**src/logic/ttl_pkg.sv**
```systemverilog
package ttl_pkg;
   // Clock period in ns, enable deadline in us
   localparam int CLK_PERIOD_NS = 25;
   localparam int ENABLE_MAX_US = 10;
   // Longest time rounds down
   localparam int ENABLE_CYCLES = (ENABLE_MAX_US * 1000) / CLK_PERIOD_NS;
   // Enable issued well inside the deadline
   localparam int ARM_CYCLES = 16;
   localparam logic [4:0] ARM_LAST = 5'h0F;
   localparam logic [4:0] ARM_ZERO = 5'h00;
   localparam logic [4:0] ARM_ONE = 5'h01;

   typedef enum logic [2:0] {
      TTL_OFF = 3'h1,
      TTL_ARMED = 3'h2,
      TTL_TRIPPED = 3'h4
   } ttl_state_t;
endpackage

```
**src/logic/ttl_thermal_trip_latch.sv**
```systemverilog
`timescale 1ns/100ps
module ttl_thermal_trip_latch (
   input wire logic clk,
   input wire logic reset_n,
   input wire logic power_good_in,
   input wire logic trip_cond_in,
   output logic thermal_trip_n_out,
   output logic thermal_trip_n_oe,
   output logic core_clk_stop
);
   ttl_pkg::ttl_state_t state_reg;
   ttl_pkg::ttl_state_t state_next;
   logic [4:0] arm_cnt_reg;
   logic [4:0] arm_cnt_next;
   logic drive_reg;
   logic trip_reg;

   wire arm_done = (arm_cnt_reg == ttl_pkg::ARM_LAST);

   always_comb begin
      state_next = state_reg;
      arm_cnt_next = arm_cnt_reg;
      case (state_reg)
         ttl_pkg::TTL_OFF: begin
            arm_cnt_next = ttl_pkg::ARM_ZERO;
            if (power_good_in) begin
               state_next = ttl_pkg::TTL_ARMED;
            end
         end
         ttl_pkg::TTL_ARMED: begin
            if (!arm_done) begin
               arm_cnt_next = arm_cnt_reg + ttl_pkg::ARM_ONE;
            end
            if (trip_cond_in) begin
               state_next = ttl_pkg::TTL_TRIPPED;
            end
         end
         ttl_pkg::TTL_TRIPPED: begin
            if (!arm_done) begin
               arm_cnt_next = arm_cnt_reg + ttl_pkg::ARM_ONE;
            end
         end
         default: begin
            state_next = ttl_pkg::TTL_OFF;
         end
      endcase
      // Power good loss overrides everything
      if (!power_good_in) begin
         state_next = ttl_pkg::TTL_OFF;
         arm_cnt_next = ttl_pkg::ARM_ZERO;
      end
   end

   wire drive_next = power_good_in && (state_next != ttl_pkg::TTL_OFF) && (arm_cnt_next == ttl_pkg::ARM_LAST);
   wire trip_next = (state_next == ttl_pkg::TTL_TRIPPED);

   always_ff @(posedge clk or negedge reset_n) begin
      if (!reset_n) begin
         state_reg <= ttl_pkg::TTL_OFF;
         arm_cnt_reg <= ttl_pkg::ARM_ZERO;
         drive_reg <= 1'h0;
         trip_reg <= 1'h0;
      end else begin
         state_reg <= state_next;
         arm_cnt_reg <= arm_cnt_next;
         drive_reg <= drive_next;
         trip_reg <= trip_next;
      end
   end

   // Open-drain: pull low when tripped and enabled
   assign thermal_trip_n_out = 1'h0;
   assign thermal_trip_n_oe = drive_reg && trip_reg;
   assign core_clk_stop = trip_reg;

   localparam int ENABLE_CYCLES = ttl_pkg::ENABLE_CYCLES;
endmodule

```
**config.mk**
```make
export PLATFORM = sky130hd
export DESIGN_NAME = ttl_thermal_trip_latch
export DESIGN_NICKNAME = d
export VERILOG_FILES = /design/src/logic/ttl_pkg.sv /design/src/logic/ttl_thermal_trip_latch.sv
export SDC_FILE = /design/constraint.sdc
export NUM_CORES = 1
export LEC_CHECK = 0
export BUFFER_PORTS_ARGS = -buffer_cell sky130_fd_sc_hd__buf_2
export CAP_MARGIN = 20
export CELL_PAD_IN_SITES_DETAIL_PLACEMENT = 1
export CELL_PAD_IN_SITES_GLOBAL_PLACEMENT = 1
export CORE_MARGIN = 2
export CORE_UTILIZATION = 42
export CTS_CLUSTER_DIAMETER = 200
export DETAILED_ROUTE_END_ITERATION = 7
export PLACE_DENSITY_LB_ADDON = 0.1
export SYNTH_ARGS = -nofsm -noshare
export SYNTH_HDL_FRONTEND = slang
export SYNTH_SLANG_ARGS = --single-unit
```
**constraint.sdc**
```tcl
create_clock -name clk -period 2.05 [get_ports clk]
set_input_delay 0.615 -clock clk [delete_from_list [all_inputs] [get_ports clk]]
set_output_delay 0.615 -clock clk [all_outputs]
set_load 0.02 [all_outputs]
```
==> summary.txt, run 1 <==
STA
  • Slew Limit Fails: 0
  • Post-Route Skew: 1.07 ps
  • FMAX: 557 MHz
  • Setup TNS: 0 ps
  • Setup ws final: 256 ps
  • Final setup violating endpoints: 0
  • Crit path time final: 1790 ps
  • RSZ-0062 raised after global routing: no
  • Final Hold Vio Count: 0
  • Final Cycle Share: 87.5%

Placed design
  • DP HPWL: 1.03 mm
  • Global placement routability congestion: 0.855
  • Placement Setup Slack: 253 ps
  • IO Port Bufs: 5

Power
  • Pwr Density: 753 mW/mm²
  • Max rail drop VDD: 348 µV
  • P_leak: 0.266 nW

Clocking
  • Reg clk slew, reported paths: 70 ps
  • Root buf cell: clkbuf_4
  • Setup bufs post-CTS: 0
  • Clock Tree Buf Depth: 2
  • Post-CTS resize count: 0
  • Skew-Pair Late Insertion Delay: 270 ps
  • Clock sink total: 10
  • CTS tree: built
  • CTS Buf Count: 3
  • Post-CTS Hold Buffers: 0
  • H-Tree Level Count: 1

Critical path
  • Critical Path RT: 2200 ps
  • Worst Setup Path Type: reg -> reg
  • Reg-to-Reg End: drive_reg
  • R2R setup slack: 260 ps
  • Crit path capture type: flop
  • Worst-path fanout max: 6
  • Reg2Reg Launch Point: arm_cnt_reg[0]
  • Path depth of the worst reg2reg path: 5
  • Arrival @ worst endpoint: 1950 ps
  • Critical Path Source Type: flop

Synthesis
  • EDFF count, synth: 0
  • Count leader, synth: dfrtp_1
  • Cell count after synthesis: 58
  • Syn avg cell area: 10.6 µm²
  • Ys flop type: dfrtp_1
  • Distinct cells, synth: 31
  • Mapped Area: 614 µm²
  • Cells taking the most area after synthesis: dfrtp_1, mux2i_1, dfstp_2, buf_4, nor3b_1
  • Cell taking the most area after synthesis: dfrtp_1
  • Synth top area share: 36.7%
  • Sequential area share after synthesis: 40.9%
  • Yosys reg bits: 10
  • Post-synthesis net count: 63
  • Yosys warnings: 0
  • Post-synth top cells: dfrtp_1, mux2i_1, nor2_1
  • FFs w/ async S/R, synth: 100%

Floorplan
  • Chip Width: 42.2 µm
  • Core area: 0.00133 mm²
  • Starting density of the core: 46.1%
  • Row count: 13
  • Die area: 0.00178 mm²
  • Die Y: 42.2 µm
  • I/O pins: 7

Global route
  • Global Route Usage Sum: 17.3%
  • GRT busiest layer: met2
  • Met2 usage: 29.5%
  • Met3 Use GR: 3.88%
  • Met1 GRT Util: 20.7%
  • First-pass GRT wire length: 2.24 mm
  • Number of global-route vias before repair: 463
  • Largest net degree at the start of global routing: 11
  • Initial antenna violation count: 0
  • Congestion Overflow GR: 0

Finish
  • Post-synthesis to final-layout area growth: 8.76%
  • Share of layout cells above drive strength 1: 26.6%
  • Max FFs per register: 5
  • Fillers: 159
  • Antenna cells: 0
  • Nets@finish: 70

Routing
  • Vias: 447
  • DRT iter0 DRCs: 2
  • Detail Route Antenna Nets: 0
  • WL final: 1.34 mm
  • WL/cell: 16.9 µm
  • DRC Markers: 0
  • First-pass DRT Iterations: 2
  • Drt via density: 5.66

Hold path
  • Min-delay worst type: in -> async

Run
  • Maxcap violations: 0

Status
  • Outcome: complete, no violations
cell usage in the layout (no fill, tap or decap), types with 2 or more instances in the layout:
| cell | instances |
|---|---|
| a21oi_1 | 2 |
| and2_1 | 2 |
| buf_2 | 5 |
| clkbuf_4 | 3 |
| dfrtp_1 | 9 |
| mux2i_1 | 4 |
| nand2_1 | 2 |
| nand3_1 | 3 |
| nor2_1 | 4 |
| nor3_1 | 2 |
| nor3b_1 | 3 |
| o211ai_1 | 2 |
| o21ai_0 | 3 |
stage by stage:
step	util [%]	hold WS, ps	cells	cell area [µm²]	total power, mW
global route	50.1	200	79	668	0.529
detailed placement	47.4	490	75	632	0.326
finish	50.1	195	79	668	0.503
CTS	50.1	193	79	668	0.509
floorplan	-	319	58	614	0.309
global placement	47.4	491	75	632	0.323
worst max-delay path, stage by stage, from the launching register on:
cell and delay (ps):
dfrtp_1 460, ha_1 280, and3_1 260, a211oi_4 300
mux2i_1 300, nor4_2 80
how the worst max path moves through the flow:
| stage | cells past startpoint | end | from | slack [ps] |
|---|---|---|---|---|
| 5_1_grt | 5 | drive_reg | arm_cnt_reg[0] | 150 |
| 6_report | 5 | drive_reg | arm_cnt_reg[0] | 260 |
| 3_3_place_gp | 5 | drive_reg | arm_cnt_reg[0] | 350 |
| 2_1_floorplan | 5 | drive_reg | arm_cnt_reg[0] | 410 |
| 3_5_place_dp | 5 | drive_reg | arm_cnt_reg[0] | 250 |
| 4_1_cts | 5 | drive_reg | arm_cnt_reg[0] | 250 |
layout make-up:
class	instances	area, µm²	area share [%]
clock buffers	4	36.3	5.43
inverters	1	3.75	0.562
multi-input cells	43	325	48.7
flip-flops and latches	10	251	37.6
well taps	15	18.8	2.81
repair buffers	6	32.5	4.87
metal layers:
metal  routed length (µm)  share of wire [%]
met1                  601                 45
met2                  684                 51
met3                   26                1.9
met4                   24                1.8
met5                    0                  0
report_power, final:
part           internal [mW]  switching, mW
clock                  0.108         0.0733
combinational         0.0432         0.0537
sequential             0.209         0.0156
total                  0.360          0.143
logic make-up (layout without fill, tap and decap cells):
| family | Yosys count | after routing | share of synthesized area, % |
|---|---|---|---|
| AND/OR/NAND/NOR | 22 | 22 | 22.0 |
| XOR/XNOR | 3 | 3 | 5.50 |
| adder cells (fa/ha/maj) | 1 | 1 | 2.04 |
| multiplexers | 5 | 5 | 8.35 |
| other | 1 | 1 | 0.610 |
| buffers and inverters | 5 | 11 | 6.11 |
| AO/OA/AOI/OAI | 11 | 11 | 14.5 |
| flip-flops | 10 | 10 | 40.9 |
No activity file was read; power rests on OpenSTA's default activity.
==> run 2, diff against run 1 <==
RECOVER_POWER = 25   (was default)
==> summary.txt, run 2 (same netlist as run 1, synthesis figures left out) <==
Routing
  • M1 WL: 599 µm (was 601 µm)
  • WL final: 1.33 mm (was 1.34 mm)
  • Vias: 447 (unchanged)
  • DRT iter0 DRCs: 2 (unchanged)
  • Detail Route Antenna Nets: 0 (unchanged)
  • WL/cell: 16.9 µm (about the same)
  • First-pass DRT Iterations: 2 (unchanged)
  • Drt via density: 5.66 (unchanged)
  • DRC Markers: 0 (unchanged)
  • DR WL met3: 26 µm (unchanged)
  • Uppermost layer routed: met4 (unchanged)
  • Met2 wire len: 684 µm (unchanged)

STA
  • Setup TNS: 0 ps (unchanged)
  • Max-slew headroom: 62.5%
  • Final setup violating endpoints: 0 (unchanged)
  • RSZ-0062 raised after global routing: no (unchanged)
  • Worst-Margin Slew: 563 ps
  • Slew Limit Fails: 0 (unchanged)
  • Crit path time final: 1790 ps (unchanged)
  • Hold_ws: 303 ps (was 195 ps)
  • Post-Route Skew: 1.07 ps (unchanged)
  • Final Cycle Share: 87.5% (unchanged)
  • FMAX: 557 MHz (unchanged)
  • Final Hold Vio Count: 0 (unchanged)

Run
  • Maxcap violations: 0 (unchanged)

Clocking
  • Post-CTS resize count: 0 (unchanged)
  • Clock sink total: 10 (unchanged)
  • CTS Buf Count: 3 (unchanged)
  • Reg clk slew, reported paths: 70 ps (about the same)
  • H-Tree Level Count: 1 (unchanged)
  • Root buf cell: clkbuf_4 (unchanged)
  • Post-CTS Hold Buffers: 0 (unchanged)
  • Setup bufs post-CTS: 0 (unchanged)
  • Skew-Pair Late Insertion Delay: 270 ps (about the same)
  • Clock Tree Buf Depth: 2 (unchanged)
  • CTS tree: built (unchanged)

Global route
  • Congestion Overflow GR: 0 (unchanged)
  • Largest net degree at the start of global routing: 11 (unchanged)
  • Number of global-route vias before repair: 463 (unchanged)
  • Global Route Usage Sum: 17.3% (unchanged)
  • First-pass GRT wire length: 2.24 mm (unchanged)
  • Initial antenna violation count: 0 (unchanged)

Finish
  • Commonest non-fill, non-tap cell in the layout: dfrtp_1 (unchanged)
  • Share of layout cells above drive strength 1: 25.0% (was 26.6%)
  • Leading cell types in the layout, fill and taps excluded: dfrtp_1, nor2_1, mux2i_1, buf_2 (was dfrtp_1, buf_2, nor2_1, mux2i_1)
  • Post-synthesis to final-layout area growth: 8.55% (was 8.76%)
  • Fillers: 158 (was 159)
  • Max FFs per register: 5 (unchanged)
  • Storage element area: 251 µm² (unchanged)
  • Antenna cells: 0 (unchanged)
  • Area of the multi-input gates: 325 µm² (unchanged)
  • Nets@finish: 70 (unchanged)

Floorplan
  • Row count: 13 (unchanged)
  • Chip Width: 42.2 µm (unchanged)
  • Die area: 0.00178 mm² (unchanged)
  • Starting density of the core: 46.1% (unchanged)
  • Core area: 0.00133 mm² (unchanged)
  • I/O pins: 7 (unchanged)
  • Die Y: 42.2 µm (unchanged)

Power
  • Max rail drop VDD: 348 µV (about the same)
  • Pwr Density: 754 mW/mm² (was 753 mW/mm²)
  • P_leak: 0.263 nW (was 0.266 nW)
  • Total power: 0.503 mW (about the same)

Placed design
  • Global placement routability congestion: 0.855 (unchanged)
  • DP HPWL: 1.03 mm (unchanged)
  • IO Port Bufs: 5 (unchanged)

Status
  • Outcome: complete, no violations (unchanged)

Critical path
  • Worst Setup Path Type: reg -> reg (unchanged)
  • Crit path capture type: flop (unchanged)
  • Critical Path Source Type: flop (unchanged)
  • Arrival @ worst endpoint: 1950 ps (about the same)
  • Critical Path RT: 2200 ps (about the same)
  • Worst-path fanout max: 6 (unchanged)

Hold path
  • Min-delay worst type: in -> async (unchanged)
-- run 2: metrics by stage --
stage	worst slack, ps	cells	utilization [%]	instance area, µm²
3_5_place_dp	253	75	47.4	632
3_3_place_gp	348	75	47.4	632
2_1_floorplan	412	58	-	614
5_1_grt	155	79	50.0	667
6_report	256	79	50.0	667
4_1_cts	248	79	50.1	668
-- run 2: layout make-up --
type	instances	share of cell area, %
clock buffer	4	5.44
inverter	1	0.563
multi-input combinational	43	48.8
sequential	10	37.7
tap	15	2.81
timing repair buffer	6	4.69
-- run 2: worst max-delay path: stages (launching register included) --
cell	delay (ps)
dfrtp_1	460
ha_1	280
and3_1	260
a211oi_4	300
mux2i_1	300
nor4_2	80
-- run 2: worst paths after layout --
kind                                     start             end  slack, ps  depth (start not counted)
worst max register to register  arm_cnt_reg[0]       drive_reg        260                          5
max in group asynchronous              reset_n    state_reg[0]       1380                          1
worst max-delay path            arm_cnt_reg[0]       drive_reg        260                          5
min in group clk                  state_reg[2]    state_reg[1]        630                          1
worst min-delay path                   reset_n  arm_cnt_reg[2]        300                          1
worst min register to register    state_reg[2]    state_reg[1]        630                          1
-- run 2: power by group --
| part | leakage, nW | internal, mW | switching (mW) | total, mW |
|---|---|---|---|---|
| Clock | 0.0210 | 0.108 | 0.0733 | 0.181 |
| Combinational | 0.107 | 0.0429 | 0.0537 | 0.0966 |
| Sequential | 0.135 | 0.209 | 0.0156 | 0.225 |
| Total | 0.263 | 0.360 | 0.143 | 0.503 |
-- run 2: routing by layer --
layer / vias to the layer above / GRT usage [%]
met5: - / 0
met4: 0 / 7.50
met3: 2 / 3.88
met2: 8 / 29.5
met1: 222 / 20.7
li1: 215 / -
==> run 3, diff against run 2 <==
ABC_AREA = 1   (was default)
CORE_UTILIZATION = 39   (was 42)
==> summary.txt, run 3 <==
Critical path
  • Worst Setup Path Type: reg -> out (was reg -> reg)
  • Worst-path fanout max: 2 (was 6)
  • Crit path capture type: output port (was flop)
  • Arrival @ worst endpoint: 880 ps (was 1950 ps)
  • Critical Path RT: 1430 ps (was 2200 ps)
  • Critical Path Source Type: flop (unchanged)

Clocking
  • Skew-Pair Late Insertion Delay: 260 ps (was 270 ps)
  • Clock sink total: 10 (unchanged)
  • Post-CTS resize count: 0 (unchanged)
  • CTS Buf Count: 3 (unchanged)
  • H-Tree Level Count: 1 (unchanged)
  • CTS tree: built (unchanged)
  • Post-CTS Hold Buffers: 0 (unchanged)
  • Clock Tree Buf Depth: 2 (unchanged)
  • Setup bufs post-CTS: 0 (unchanged)
  • Root buf cell: clkbuf_4 (unchanged)
  • Reg clk slew, reported paths: 70 ps (about the same)

Finish
  • Final Util: 47.1% (was 50.0%)
  • Commonest non-fill, non-tap cell in the layout: dfrtp_1 (unchanged)
  • Share of layout cells above drive strength 1: 29.6% (was 25.0%)
  • Leading cell types in the layout, fill and taps excluded: dfrtp_1, inv_1, nand2_1 (was dfrtp_1, nor2_1, mux2i_1, buf_2)
  • Max FFs per register: 5 (unchanged)
  • Fillers: 164 (was 158)
  • Antenna cells: 0 (unchanged)
  • Post-synthesis to final-layout area growth: 13.3% (was 8.55%)
  • Nets@finish: 77 (was 70)

Synthesis
  • Ys flop type: dfrtp_1 (unchanged)
  • Sequential area share after synthesis: 47.1% (was 40.9%)
  • Post-synth top cells: dfrtp_1, inv_1, nand2_1, nor2_1, nand3_1 (was dfrtp_1, mux2i_1, nor2_1)
  • Yosys warnings: 0 (unchanged)
  • Post-synthesis net count: 68 (was 63)
  • Cell taking the most area after synthesis: dfrtp_1 (unchanged)
  • Syn avg cell area: 8.48 µm² (was 10.6 µm²)
  • EDFF count, synth: 0 (unchanged)
  • Mapped Area: 534 µm² (was 614 µm²)
  • Synth top area share: 42.2% (was 36.7%)
  • Cell count after synthesis: 63 (was 58)
  • Distinct cells, synth: 23 (was 31)
  • Count leader, synth: dfrtp_1 (unchanged)
  • Yosys reg bits: 10 (unchanged)
  • Cells taking the most area after synthesis: dfrtp_1, nand3_1, inv_1, nand2_1, dfstp_2 (was dfrtp_1, mux2i_1, dfstp_2, buf_4, nor3b_1)
  • FFs w/ async S/R, synth: 100% (unchanged)

Floorplan
  • Core area: 0.00128 mm² (was 0.00133 mm²)
  • Starting density of the core: 41.6% (was 46.1%)
  • Die area: 0.00168 mm² (was 0.00178 mm²)
  • I/O pins: 7 (unchanged)
  • Die Y: 41.0 µm (was 42.2 µm)
  • Row count: 13 (unchanged)
  • Chip Width: 41.0 µm (was 42.2 µm)

Power
  • Int Pwr: 0.473 mW (was 0.360 mW)
  • Total power: 0.822 mW (was 0.503 mW)
  • Clock share of power: 21.6% (was 36.1%)
  • Switching pwr: 0.349 mW (was 0.143 mW)
  • Sw Ratio: 42.5% (was 28.4%)
  • Sequential Power Share: 37.6% (was 44.7%)
  • Max rail drop VDD: 549 µV (was 348 µV)
  • P_leak: 0.346 nW (was 0.263 nW)
  • Logic pwr share: 40.8% (was 19.2%)
  • Pwr Density: 1360 mW/mm² (was 754 mW/mm²)

Global route
  • Number of global-route vias before repair: 426 (was 463)
  • Initial antenna violation count: 0 (unchanged)
  • Global Route Usage Sum: 17.2% (was 17.3%)
  • First-pass GRT wire length: 1.78 mm (was 2.24 mm)
  • Largest net degree at the start of global routing: 11 (unchanged)
  • Congestion Overflow GR: 0 (unchanged)

Status
  • Outcome: complete, no violations (unchanged)

STA
  • RSZ-0062 raised after global routing: no (unchanged)
  • Hold_ws: 295 ps (was 303 ps)
  • FMAX: 668 MHz (was 557 MHz)
  • Post-Route Skew: 4.56 ps (was 1.07 ps)
  • Crit path time final: 1500 ps (was 1790 ps)
  • Final Hold Vio Count: 0 (unchanged)
  • Final Cycle Share: 73.1% (was 87.5%)
  • Final setup violating endpoints: 0 (unchanged)
  • Slew Limit Fails: 0 (unchanged)
  • Worst-Margin Slew: 531 ps (was 563 ps)
  • Max-slew headroom: 64.6% (was 62.5%)
  • Setup TNS: 0 ps (unchanged)

Placed design
  • Global placement routability congestion: 0.743 (was 0.855)
  • IO Port Bufs: 5 (unchanged)
  • DP HPWL: 849 µm (was 1.03 mm)

Routing
  • First-pass DRT Iterations: 4 (was 2)
  • DRT iter0 DRCs: 5 (was 2)
  • Vias: 408 (was 447)
  • WL/cell: 12.4 µm (was 16.9 µm)
  • DRC Markers: 0 (unchanged)
  • WL final: 1.06 mm (was 1.33 mm)
  • Drt via density: 4.74 (was 5.66)
  • Detail Route Antenna Nets: 0 (unchanged)

Hold path
  • Min-delay worst type: in -> async (unchanged)

Run
  • Maxcap violations: 0 (unchanged)
run 3: cell count changes in the layout (fill, tap and decap cells not counted), sizes merged, moves of 3 or more:
cell	change
inv	+10
nand2	+9
nand3	+5
mux2i	-4
nor2	+4
a211oi	-3
nor3b	-3
run 3: final timing paths:
path,from,to,slack (ps),depth (start not counted)
max reg2reg,arm_cnt_reg[0],drive_reg,660,7
max,core_clk_stop,thermal_trip_n_oe,550,3
min,reset_n,arm_cnt_reg[4],290,1
min in group clk,arm_cnt_reg[1],arm_cnt_reg[1],560,2
min reg2reg,arm_cnt_reg[1],arm_cnt_reg[1],560,2
max in group asynchronous,reset_n,state_reg[0],1390,1
run 3: worst max-delay path, cell delays in order (launching register included):
cell and delay, ps:
dfrtp_1 380, nand2_1 60, inv_1 30, buf_2 140
run 3: logic make-up (layout without fill, tap and decap cells):
kind of cell,Yosys count,after routing,synth area share [%]
AO/OA/AOI/OAI,5,5,5.38
XOR/XNOR,2,2,3.28
flip-flops,10,10,47.1
buffers and inverters,12,20,9.13
AND/OR/NAND/NOR,32,32,32.1
other,1,1,0.702
adder cells (fa/ha/maj),1,1,2.34
run 3: routing by layer:
layer | share of wire (%) | track usage (%) | vias to the layer above
met4 | 1.3 | 15.0 | 0
met3 | 1.4 | 1.63 | 2
met5 | 0 | 0 | -
met1 | 47 | 21.1 | 190
met2 | 50 | 26.6 | 2
li1 | - | - | 214
run 3: power groups by stage:
stage / clock network [mW] / registers [mW] / logic [mW]
final: 0.178 / 0.309 / 0.335
after detailed placement: 0 / 0.313 / 0.337
after global routing: 0.196 / 0.315 / 0.386
after CTS: 0.184 / 0.309 / 0.341
after floorplan: 0 / 0.314 / 0.245
after global placement: 0 / 0.309 / 0.335
run 3: cell type report:
class / count / area (µm²) / share of cell area (%)
multi-input cells: 41 / 234 / 38.6
inverters: 11 / 41.3 / 6.82
well taps: 15 / 18.8 / 3.10
flip-flops and latches: 10 / 251 / 41.5
repair buffers: 5 / 23.8 / 3.93
clock buffers: 4 / 36.3 / 5.99
run 3: per-stage QoR:
step | area, µm² | setup WS (ps) | instances
floorplan | 534 | 793 | 63
global placement | 571 | 661 | 82
detailed placement | 571 | 622 | 82
CTS | 607 | 536 | 86
global route | 606 | 520 | 86
finish | 606 | 552 | 86
